### config.mk
export PLATFORM = sky130hd
export DESIGN_NAME = i2csf_top
export DESIGN_NICKNAME = d
export VERILOG_FILES = /design/src/i2csf_pkg.sv /design/src/i2csf_pin_sync.sv /design/src/i2csf_top.sv
export SDC_FILE = /design/constraint.sdc
export NUM_CORES = 1
export LEC_CHECK = 0
export BUFFER_PORTS_ARGS = -buffer_cell sky130_fd_sc_hd__buf_2
export CAP_MARGIN = 15
export CORE_AREA = 2 2 120 75
export CTS_BUF_LIST = sky130_fd_sc_hd__clkbuf_8 sky130_fd_sc_hd__clkbuf_16
export DETAILED_ROUTE_END_ITERATION = 12
export DIE_AREA = 0 0 122 77
export HOLD_SLACK_MARGIN = 0.05
export PLACE_DENSITY = 0.75
export SLEW_MARGIN = 20
export SYNTH_ARGS = -nofsm -noshare
export SYNTH_HDL_FRONTEND = slang
export SYNTH_SLANG_ARGS = --single-unit
export TNS_END_PERCENT = 20
### constraint.sdc
create_clock -name CLK -period 2.3 [get_ports CLK]
set_clock_uncertainty 0.2 [all_clocks]
set_input_delay 0.115 -clock CLK [delete_from_list [all_inputs] [get_ports CLK]]
set_output_delay 0.115 -clock CLK [all_outputs]
set_load 0.02 [all_outputs]
### src/i2csf_pkg.sv
// Package holding constants and types for the I2C status and condition block
package i2csf_pkg;

    //////////////////////////////////////////////////////////////////////////
    // Register byte offsets
    localparam logic [7:0] OFS_STATUS = 8'h00; // Status and condition control
    localparam logic [7:0] OFS_CONTROL = 8'h04; // Mode bits
    localparam logic [7:0] OFS_SLAVE_ADDR = 8'h08; // Own address and format
    localparam logic [7:0] OFS_DATA = 8'h0c; // Data register window

    //////////////////////////////////////////////////////////////////////////
    // Status register field positions
    localparam int BIT_BUS_BUSY = 7;
    localparam int BIT_IRQ_REQ = 6;
    localparam int BIT_COND_INHIBIT = 5;
    localparam int BIT_RESERVED = 4;
    localparam int BIT_ARB_LOST = 3;
    localparam int BIT_ADDR_MATCH = 2;
    localparam int BIT_BROADCAST = 1;
    localparam int BIT_ACK = 0;

    // Control register field positions
    localparam int BIT_MASTER = 0;
    localparam int BIT_TRANSMIT = 1;

    // Slave address register field positions
    localparam int BIT_FORMAT = 0;
    localparam int LSB_OWN_ADDR = 1;

    //////////////////////////////////////////////////////////////////////////
    // Reset values and the broadcast address
    localparam logic [7:0] STATUS_RESET = 8'h30; // Read value after reset
    localparam logic [7:0] CONTROL_RESET = 8'h00;
    localparam logic [7:0] SLAVE_ADDR_RESET = 8'h00;
    localparam logic [7:0] DATA_RESET = 8'h00;
    localparam logic [7:0] GENERAL_CALL_ADDR = 8'h00; // Broadcast address byte

    //////////////////////////////////////////////////////////////////////////
    // Timing: each phase of a start or stop condition
    localparam int COND_HOLD_NS = 4000; // Least hold per phase
    localparam int CLK_PERIOD_PS = 4000; // 250 MHz
    localparam int COND_CYCLES_INT = (COND_HOLD_NS * 1000 + CLK_PERIOD_PS - 1) / CLK_PERIOD_PS;
    localparam logic [11:0] COND_CYCLES = 12'(COND_CYCLES_INT);

    //////////////////////////////////////////////////////////////////////////
    // Condition sequencer states, Gray between successive non-idle states of each path
    typedef enum logic [2:0] {
        COND_IDLE = 3'h0,
        COND_RS_SDA_HI = 3'h1,
        COND_ST_SCL_HI = 3'h3,
        COND_ST_SDA_LO = 3'h2,
        COND_ST_SCL_LO = 3'h6,
        COND_SP_SDA_LO = 3'h7,
        COND_SP_SCL_HI = 3'h5,
        COND_SP_SDA_HI = 3'h4
    } i2csf_cond_type;

    // Bus line levels
    typedef struct packed {
        logic scl;
        logic sda;
    } i2csf_line_type;

    // Events seen on the bus lines
    typedef struct packed {
        logic scl_rise;
        logic scl_fall;
        logic start_seen;
        logic stop_seen;
    } i2csf_edge_type;

endpackage : i2csf_pkg

### src/i2csf_pin_sync.sv
// Synchroniser and edge detector for the SCL and SDA bus lines
`timescale 1ns/1ps
module i2csf_pin_sync
    import i2csf_pkg::*;
(
    input wire logic clk,
    input wire logic rstn,
    input wire i2csf_line_type line_in,
    output i2csf_line_type line_out,
    output i2csf_edge_type edge_out
);

    // All flops of this module
    typedef struct packed {
        i2csf_line_type s1; // First stage, read only by s2
        i2csf_line_type s2; // Safe level
        i2csf_line_type s3; // Previous safe level
    } i2csf_sync_state_type;

    i2csf_sync_state_type r;
    i2csf_sync_state_type next_r;

    //////////////////////////////////////////////////////////////////////////
    // Shift chain
    always_comb begin
        next_r = r;
        next_r.s1 = line_in;
        next_r.s2 = r.s1;
        next_r.s3 = r.s2;
    end

    // Lines idle high, so reset to high avoids a false edge
    always_ff @(posedge clk or negedge rstn) begin
        if (!rstn) begin
            r <= '1;
        end else begin
            r <= next_r;
        end
    end

    //////////////////////////////////////////////////////////////////////////
    // Edges from the second and third stages only
    assign line_out = r.s2;
    assign edge_out.scl_rise = r.s2.scl & ~r.s3.scl;
    assign edge_out.scl_fall = ~r.s2.scl & r.s3.scl;
    // SDA moving while SCL stays high marks start or stop
    assign edge_out.start_seen = r.s2.scl & r.s3.scl & ~r.s2.sda & r.s3.sda;
    assign edge_out.stop_seen = r.s2.scl & r.s3.scl & r.s2.sda & ~r.s3.sda;

endmodule : i2csf_pin_sync

### src/i2csf_top.sv
// Status flags and start/stop issuing for the I2C interface, AHB-Lite slave
//
// Chosen here: the AHB-Lite slave port and the register addresses.
`timescale 1ns/1ps
module i2csf_top
    import i2csf_pkg::*;
(
    input wire logic CLK,
    input wire logic RSTN,
    input wire logic HSEL,
    input wire logic [7:0] HADDR,
    input wire logic [1:0] HTRANS,
    input wire logic HWRITE,
    input wire logic [2:0] HSIZE,
    input wire logic [31:0] HWDATA,
    input wire logic HREADY,
    output logic [31:0] HRDATA,
    output logic HREADYOUT,
    output logic HRESP,
    input wire logic SCL_I,
    input wire logic SDA_I,
    output logic SCL_O,
    output logic SCL_OE,
    output logic SDA_O,
    output logic SDA_OE,
    input wire logic ENG_SCL_LOW,
    input wire logic ENG_SDA_LOW,
    input wire logic TX_ACTIVE,
    input wire logic ACK_SAMPLE,
    input wire logic ACK_WINDOW,
    input wire logic RX_FIRST_VALID,
    input wire logic [7:0] RX_BYTE,
    output logic [7:0] DATA_TX,
    output logic DATA_WR_STB,
    output logic DATA_RD_STB,
    output logic MASTER_MODE,
    output logic TRANSMIT_SELECT,
    output logic COND_BUSY,
    output logic IRQ_REQ
);

    //////////////////////////////////////////////////////////////////////////
    // All state of the block
    typedef struct packed {
        i2csf_cond_type cond; // Start/stop sequencer
        logic [11:0] cond_cnt; // Cycles left in current phase
        logic scl_pull; // Drive SCL low
        logic sda_pull; // Drive SDA low
        logic bus_busy_flag;
        logic irq_request_flag;
        logic arb_lost_flag;
        logic own_addr_match_flag;
        logic broadcast_hit_flag;
        logic ack_rx; // Acknowledge captured from bus
        logic ack_sw; // Acknowledge set by software
        logic arm_irq; // Flag was read as one
        logic arm_al;
        logic arm_aas;
        logic arm_adz;
        logic master; // Master mode
        logic transmit_select;
        logic format_select; // Zero selects addressing format
        logic [6:0] own_address_bits;
        logic [7:0] data_reg; // Last byte written by software
        logic dph_wr; // Write data phase pending
        logic [7:0] dph_addr; // Address of pending write
        logic [31:0] rdata; // Read data for the data phase
        logic data_wr_stb;
        logic data_rd_stb;
    } i2csf_state_type;

    i2csf_state_type r;
    i2csf_state_type next_r;

    i2csf_line_type line_raw; // Unsynchronised pins
    i2csf_line_type line; // Synchronised bus levels
    i2csf_edge_type edge_ev; // Bus events
    logic addr_ok; // Valid AHB address phase
    logic mt_active; // Shifting as master transmitter
    logic al_event; // Arbitration loss this cycle
    logic gc_hit; // First byte equals broadcast address
    logic match_hit; // First byte addressed to us
    logic slave_rx; // Slave receive with addressing
    logic ack_read; // Ack bit as software reads it
    logic [7:0] status_rd; // Status register read value
    logic [7:0] w; // Write byte of the data phase

    //////////////////////////////////////////////////////////////////////////
    // Bus line synchroniser
    assign line_raw.scl = SCL_I;
    assign line_raw.sda = SDA_I;

    i2csf_pin_sync u_sync (
        .clk(CLK),
        .rstn(RSTN),
        .line_in(line_raw),
        .line_out(line),
        .edge_out(edge_ev)
    );

    //////////////////////////////////////////////////////////////////////////
    // Decoded helpers
    assign addr_ok = HSEL & HREADY & HTRANS[1];
    assign w = HWDATA[7:0];
    assign mt_active = r.master & r.transmit_select & TX_ACTIVE;
    // Driven level differs from the bus at SCL rise
    assign al_event = (mt_active & edge_ev.scl_rise & (r.sda_pull == line.sda))
        // Someone else pulled SCL while ours was released
        | (mt_active & edge_ev.scl_fall & ~r.scl_pull);
    assign slave_rx = ~r.master & ~r.transmit_select & ~r.format_select;
    assign gc_hit = RX_BYTE == GENERAL_CALL_ADDR;
    assign match_hit = (RX_BYTE[7:1] == r.own_address_bits) | gc_hit;
    // Ack read follows the direction
    assign ack_read = r.transmit_select ? r.ack_rx : r.ack_sw;

    // Inhibit and reserved bits read as constant one
    always_comb begin
        status_rd = STATUS_RESET;
        status_rd[BIT_BUS_BUSY] = r.bus_busy_flag;
        status_rd[BIT_IRQ_REQ] = r.irq_request_flag;
        status_rd[BIT_ARB_LOST] = r.arb_lost_flag;
        status_rd[BIT_ADDR_MATCH] = r.own_addr_match_flag;
        status_rd[BIT_BROADCAST] = r.broadcast_hit_flag;
        status_rd[BIT_ACK] = ack_read;
    end

    //////////////////////////////////////////////////////////////////////////
    // Next state: clears first, hardware sets last so a set wins
    always_comb begin
        next_r = r;
        next_r.data_wr_stb = 1'b0;
        next_r.data_rd_stb = 1'b0;
        next_r.dph_wr = 1'b0;

        // Address phase: reads answer next cycle with no wait state
        if (addr_ok) begin
            next_r.dph_wr = HWRITE;
            next_r.dph_addr = HADDR;
            next_r.rdata = 32'h0; // Unmapped reads return zero
            if (!HWRITE) begin
                unique case (HADDR)
                    OFS_STATUS: begin
                        next_r.rdata = {24'h0, status_rd};
                        // Remember which flags were seen set
                        if (r.irq_request_flag) next_r.arm_irq = 1'b1;
                        if (r.arb_lost_flag) next_r.arm_al = 1'b1;
                        if (r.own_addr_match_flag) next_r.arm_aas = 1'b1;
                        if (r.broadcast_hit_flag) next_r.arm_adz = 1'b1;
                    end
                    OFS_CONTROL: begin
                        next_r.rdata[BIT_MASTER] = r.master;
                        next_r.rdata[BIT_TRANSMIT] = r.transmit_select;
                    end
                    OFS_SLAVE_ADDR: begin
                        next_r.rdata[BIT_FORMAT] = r.format_select;
                        next_r.rdata[LSB_OWN_ADDR +: 7] = r.own_address_bits;
                    end
                    OFS_DATA: begin
                        next_r.rdata = {24'h0, RX_BYTE};
                        next_r.data_rd_stb = 1'b1;
                        // Receive-mode read retires the arbitration, match and broadcast flags
                        if (!r.transmit_select) begin
                            next_r.arb_lost_flag = 1'b0;
                            next_r.own_addr_match_flag = 1'b0;
                            next_r.broadcast_hit_flag = 1'b0;
                        end
                    end
                    default: begin
                        next_r.rdata = 32'h0;
                    end
                endcase
            end
        end

        // Data phase of a write
        if (r.dph_wr) begin
            unique case (r.dph_addr)
                OFS_STATUS: begin
                    // Zero clears only an armed flag
                    if (!w[BIT_IRQ_REQ] && r.arm_irq) next_r.irq_request_flag = 1'b0;
                    if (!w[BIT_ARB_LOST] && r.arm_al) begin
                        next_r.arb_lost_flag = 1'b0;
                    end
                    if (!w[BIT_ADDR_MATCH] && r.arm_aas) begin
                        next_r.own_addr_match_flag = 1'b0;
                    end
                    if (!w[BIT_BROADCAST] && r.arm_adz) begin
                        next_r.broadcast_hit_flag = 1'b0;
                    end
                    // Any status write uses up the earlier read
                    next_r.arm_irq = 1'b0;
                    next_r.arm_al = 1'b0;
                    next_r.arm_aas = 1'b0;
                    next_r.arm_adz = 1'b0;
                    next_r.ack_sw = w[BIT_ACK];
                    // Inhibit bit is a strobe only; slave mode ignores busy writes
                    if (r.master && !w[BIT_COND_INHIBIT] && r.cond == COND_IDLE) begin
                        if (w[BIT_BUS_BUSY]) begin
                            // Busy bus means repeated start from SCL low
                            next_r.cond = r.bus_busy_flag ? COND_RS_SDA_HI : COND_ST_SCL_HI;
                        end else begin
                            next_r.cond = COND_SP_SDA_LO;
                        end
                        next_r.cond_cnt = COND_CYCLES;
                    end
                end
                OFS_CONTROL: begin
                    next_r.master = w[BIT_MASTER];
                    next_r.transmit_select = w[BIT_TRANSMIT];
                end
                OFS_SLAVE_ADDR: begin
                    next_r.format_select = w[BIT_FORMAT];
                    next_r.own_address_bits = w[LSB_OWN_ADDR +: 7];
                end
                OFS_DATA: begin
                    next_r.data_reg = w;
                    next_r.data_wr_stb = 1'b1;
                    // Transmit-mode write retires the arbitration, match and broadcast flags
                    if (r.transmit_select) begin
                        next_r.arb_lost_flag = 1'b0;
                        next_r.own_addr_match_flag = 1'b0;
                        next_r.broadcast_hit_flag = 1'b0;
                    end
                end
                default: begin
                    next_r.dph_wr = 1'b0; // Unmapped writes are dropped
                end
            endcase
        end

        // Condition sequencer: each phase lasts COND_CYCLES
        if (r.cond != COND_IDLE) begin
            if (r.cond_cnt > 12'h001) begin
                next_r.cond_cnt = r.cond_cnt - 12'h001;
            end else begin
                next_r.cond_cnt = COND_CYCLES;
                unique case (r.cond)
                    COND_RS_SDA_HI: next_r.cond = COND_ST_SCL_HI;
                    COND_ST_SCL_HI: next_r.cond = COND_ST_SDA_LO;
                    COND_ST_SDA_LO: next_r.cond = COND_ST_SCL_LO;
                    COND_ST_SCL_LO: next_r.cond = COND_IDLE;
                    COND_SP_SDA_LO: next_r.cond = COND_SP_SCL_HI;
                    COND_SP_SCL_HI: next_r.cond = COND_SP_SDA_HI;
                    default: next_r.cond = COND_IDLE;
                endcase
            end
        end

        // Pin drive: sequencer overrides the transfer engine
        unique case (r.cond)
            COND_IDLE: begin
                next_r.scl_pull = ENG_SCL_LOW;
                // Receiver answers with the software ack level
                next_r.sda_pull = ENG_SDA_LOW
                    | (ACK_WINDOW & ~r.transmit_select & ~r.ack_sw);
            end
            COND_RS_SDA_HI: begin
                next_r.scl_pull = 1'b1;
                next_r.sda_pull = 1'b0;
            end
            COND_ST_SCL_HI, COND_SP_SDA_HI: begin
                next_r.scl_pull = 1'b0;
                next_r.sda_pull = 1'b0;
            end
            COND_ST_SDA_LO, COND_SP_SCL_HI: begin
                next_r.scl_pull = 1'b0;
                next_r.sda_pull = 1'b1;
            end
            default: begin
                next_r.scl_pull = 1'b1;
                next_r.sda_pull = 1'b1;
            end
        endcase

        // Acknowledge returned by the receiver
        if (ACK_SAMPLE && r.transmit_select) begin
            next_r.ack_rx = line.sda;
        end

        // Bus busy from observed conditions
        if (edge_ev.stop_seen) next_r.bus_busy_flag = 1'b0;
        if (edge_ev.start_seen) next_r.bus_busy_flag = 1'b1;

        // Hardware sets, placed last so they beat any clear
        if (al_event) begin
            next_r.arb_lost_flag = 1'b1;
            next_r.irq_request_flag = 1'b1;
        end
        if (RX_FIRST_VALID && slave_rx && match_hit) begin
            next_r.own_addr_match_flag = 1'b1;
            next_r.irq_request_flag = 1'b1;
            if (gc_hit) next_r.broadcast_hit_flag = 1'b1;
        end
    end

    //////////////////////////////////////////////////////////////////////////
    // State register
    always_ff @(posedge CLK or negedge RSTN) begin
        if (!RSTN) begin
            r <= '0;
            r.cond <= COND_IDLE;
            r.cond_cnt <= COND_CYCLES;
            r.master <= CONTROL_RESET[BIT_MASTER];
            r.transmit_select <= CONTROL_RESET[BIT_TRANSMIT];
            r.format_select <= SLAVE_ADDR_RESET[BIT_FORMAT];
            r.own_address_bits <= SLAVE_ADDR_RESET[7:1];
            r.data_reg <= DATA_RESET;
            r.ack_sw <= STATUS_RESET[BIT_ACK];
        end else begin
            r <= next_r;
        end
    end

    //////////////////////////////////////////////////////////////////////////
    // Outputs from flops, constants and the decoded COND_BUSY; open-drain pins only ever drive low
    assign HRDATA = r.rdata;
    assign HREADYOUT = 1'b1; // Never waits
    assign HRESP = 1'b0; // Always OKAY
    assign SCL_O = 1'b0;
    assign SDA_O = 1'b0;
    assign SCL_OE = r.scl_pull;
    assign SDA_OE = r.sda_pull;
    assign DATA_TX = r.data_reg;
    assign DATA_WR_STB = r.data_wr_stb;
    assign DATA_RD_STB = r.data_rd_stb;
    assign MASTER_MODE = r.master;
    assign TRANSMIT_SELECT = r.transmit_select;
    assign COND_BUSY = r.cond != COND_IDLE;
    assign IRQ_REQ = r.irq_request_flag;

endmodule : i2csf_top

==> reports/results.txt <==
Final Hold Viols: 1
Later-pin clock latency in the skew report: 0.34 ns
Vias in the first global route: 3032
Switch share: 23.94%
Sink Count: 71
Sequential Power Share: 40.9%
Worst path max stage delay: 0.55 ns
Gate Count Post-Synth: 387
DRC Markers: 0
Clock transition at path regs: 0.06 ns
Largest net degree at the start of global routing: 46
Final Cycle Share: 97.05%
Vias/cell: 5.387
Minimum clock period: 2.232 ns
Leading area contributor after synthesis: dfrtp_1
Leakage: 2.192 nW
Via count: 3200
Commonest non-fill, non-tap cell in the layout: buf_2
CP startpoint: r[80]
Crit-path most repeated cell: or4_1
Yosys warning total: 0
Number of flops mapped to enable cells by yosys: 0
Critical Path, Cell by Cell: or4_1, or4_4, or4_1, nand3_1
Clk network pwr share: 47.8%
Worst hold path endpoint: r[67]
Die Y: 77 µm
Crit path max-delay cell type: or4_1
Distinct cell type count after synthesis: 46
Cell-internal power: 2.613 mW
Synth-to-layout area growth: 26.92%
Total CTS buffers: 9
# rows: 26
DR pass1 iterations: 5
Crit path max-delay family: simple AND/OR/NAND/NOR gates
Die area: 9394 µm²
Actual slew at the worst max-slew pin: 0.6521 ns
Synth Flop Type: dfrtp_1
Antenna Diode Count: 0
Starting Density: 44.87%
FILL cells: 725
R2r endpoint: r[88]
GPL Wtd Cong: 0.9091
H-tree depth: 3
Crit path buf inv count: 0
First-pass GRT wire length: 15.05 mm
Root buf cell: clkbuf_16
Synth Register Bits: 71
Chip width: 122 µm
Crit path DAT: 2.31 ns
Initial detailed-routing violation count: 168
IO Pins: 118
Worst EP required: 2.38 ns
Detail Route Antenna Nets: 0
Initial antenna violation count: 0
Setup violators final: 0
Fin. max-slew vios: 0
Routed WL: 9.370 mm
DR WL/cell: 15.77 µm
Sw power: 0.8223 mW
Buffers on Ports: 61
TritonCTS clock tree: yes
Synthesized area per cell: 9.618 µm²
Yosys top cell area share: 39.66%
Commonest non-fill, non-tap cells in the layout: buf_2, dfrtp_1, nand2_1, dlygate4sd3_1, conb_1
Core Area: 8295 µm²
NumNets Final: 545
Status: finished with violations
Area post-placement: 4031 µm²
Slew HR: 56.53%
Worst VDD drop: 475.7 µV
R2R setup slack: 0.07 ns
Ys async rst share: 100.0%
Crit Path Max Fanout: 3
Reg-to-Reg Start: r[80]
HP Start: RX_BYTE[1]
Fmax: 448.0 MHz
Clock Path Buffers: 2
Area contributors post-synth: dfrtp_1, buf_4, dfstp_2
Crit path launch type: register
Worst Reg2Reg Path Length in Cells: 4
Global route total overflow: 0
Seq/Total Area, Yosys: 48.13%
Synth Cell Area: 3722 µm²
Worst Hold Class: in2reg
Worst hold margin: -0.01382 ns
Max Cap Viol: 0
Hpwl dp: 6.752 mm
CP Capture Type: register
Power Density: 727.2 nW/µm²
Kind of critical path: reg2reg
Layout cells sized above 1: 27.80%
Design Area, Final: 4725 µm²
RSZ-0062 raised after global routing: false
Setup TNS: 0 ns
Worst Hold Depth: 4
All-Layer GR Usage: 21.01%
Combinational Power Share: 11.3%
Failing checks: negative hold slack
[power by group through the flow]
stage | logic, mW | clock network (mW) | registers [mW]
after floorplan | 0.262 | 0 | 1.40
after global placement | 0.333 | 0 | 1.42
after detailed placement | 0.343 | 0 | 1.42
after CTS | 0.387 | 1.67 | 1.40
after global routing | 0.428 | 1.73 | 1.41
final | 0.389 | 1.64 | 1.41
[registers in the layout, indices dropped and copies added, names as in the netlist]
signal,flops
IRQ_REQ,1
HRDATA,8
TRANSMIT_SELECT,1
u_sync.r,2
u_sync.next_r,2
SCL_OE,1
DATA_RD_STB,1
u_sync.line_out,2
DATA_WR_STB,1
r,42
DATA_TX,8
MASTER_MODE,1
SDA_OE,1
[cell families (layout without fill, tap and decap cells)]
logic type	Yosys count	after routing	synth area share, %
xor+xnor	8	8	1.882
compound gates	65	65	10.52
flops	71	71	48.13
simple gates	137	137	18.29
fa+ha+maj	2	2	0.6722
other cells	2	28	0.2018
mux	27	27	8.235
buf+inv	75	144	12.07
[metal layers]
metal / up-vias / share of wire (%) / track usage, %
met1: 1542 / 46 / 29.52
li1: 1467 / - / -
met4: 0 / 2.3 / 8.161
met3: 19 / 8.9 / 6.548
met2: 172 / 43 / 30.17
met5: - / 0 / 0
[Yosys cell counts (4+ instances only)]
master    count
a31oi_1      12
mux2_2       19
nand2_1      48
nand3_1      16
nor4_1        8
buf_4        44
xnor2_1       6
and3_1        4
or4_1         5
a21oi_1      13
dfrtp_1      59
mux2i_1       7
nand3b_1      4
nand4_1       4
clkbuf_1     14
dfstp_2      12
nor2_1       23
o21ai_0      24
inv_1        13
nor3_1       12
[cell type report]
| class | instances | area [µm²] | share of cell area, % |
|---|---|---|---|
| clock buffers | 11 | 252.7 | 5.350 |
| clock inverters | 5 | 103.9 | 2.198 |
| inverters | 14 | 52.55 | 1.112 |
| multi-input cells | 267 | 1585 | 33.55 |
| flip-flops and latches | 71 | 1792 | 37.92 |
| well taps | 112 | 140.1 | 2.966 |
| repair buffers | 114 | 798.3 | 16.90 |
[through the flow]
stage	hold WS [ns]	setup slack, ns	total power [mW]	cells	util (%)
2_1_floorplan	-0.3806	0.07379	1.658	413	-
3_3_place_gp	-0.03521	0.07048	1.751	545	48.60
3_5_place_dp	-0.01930	0.06482	1.765	545	48.60
4_1_cts	0.1170	0.008492	3.464	595	57.00
5_1_grt	0.05778	0.02905	3.573	594	56.95
6_report	-0.01382	0.06777	3.436	594	56.95
[worst max path at each step]
| stage | cells past startpoint | endpoint |
|---|---|---|
| floorplan | 6 | r[88] |
| global placement | 4 | r[88] |
| detailed placement | 4 | r[88] |
| CTS | 7 | r[67] |
| global route | 4 | r[88] |
| finish | 4 | r[88] |
[tightest hold or removal path: cells and delay by family]
family | cells | cell delay (ns)
AOI/OAI and AO/OA | 1 | 0.09
and+or+nand+nor | 2 | 0.16
buffers and inverters | 1 | 0.11
[timing repair]
| item | in CTS | in global routing |
|---|---|---|
| endpoints found under the hold margin | 70 | 0 |
| hold buffers | 34 | 0 |
| resized for setup | 0 | 3 |
| buffers inserted | 0 | 0 |
| endpoints found under the setup margin | 0 | 8 |
Note: power is estimated with default switching activity, not from simulation.
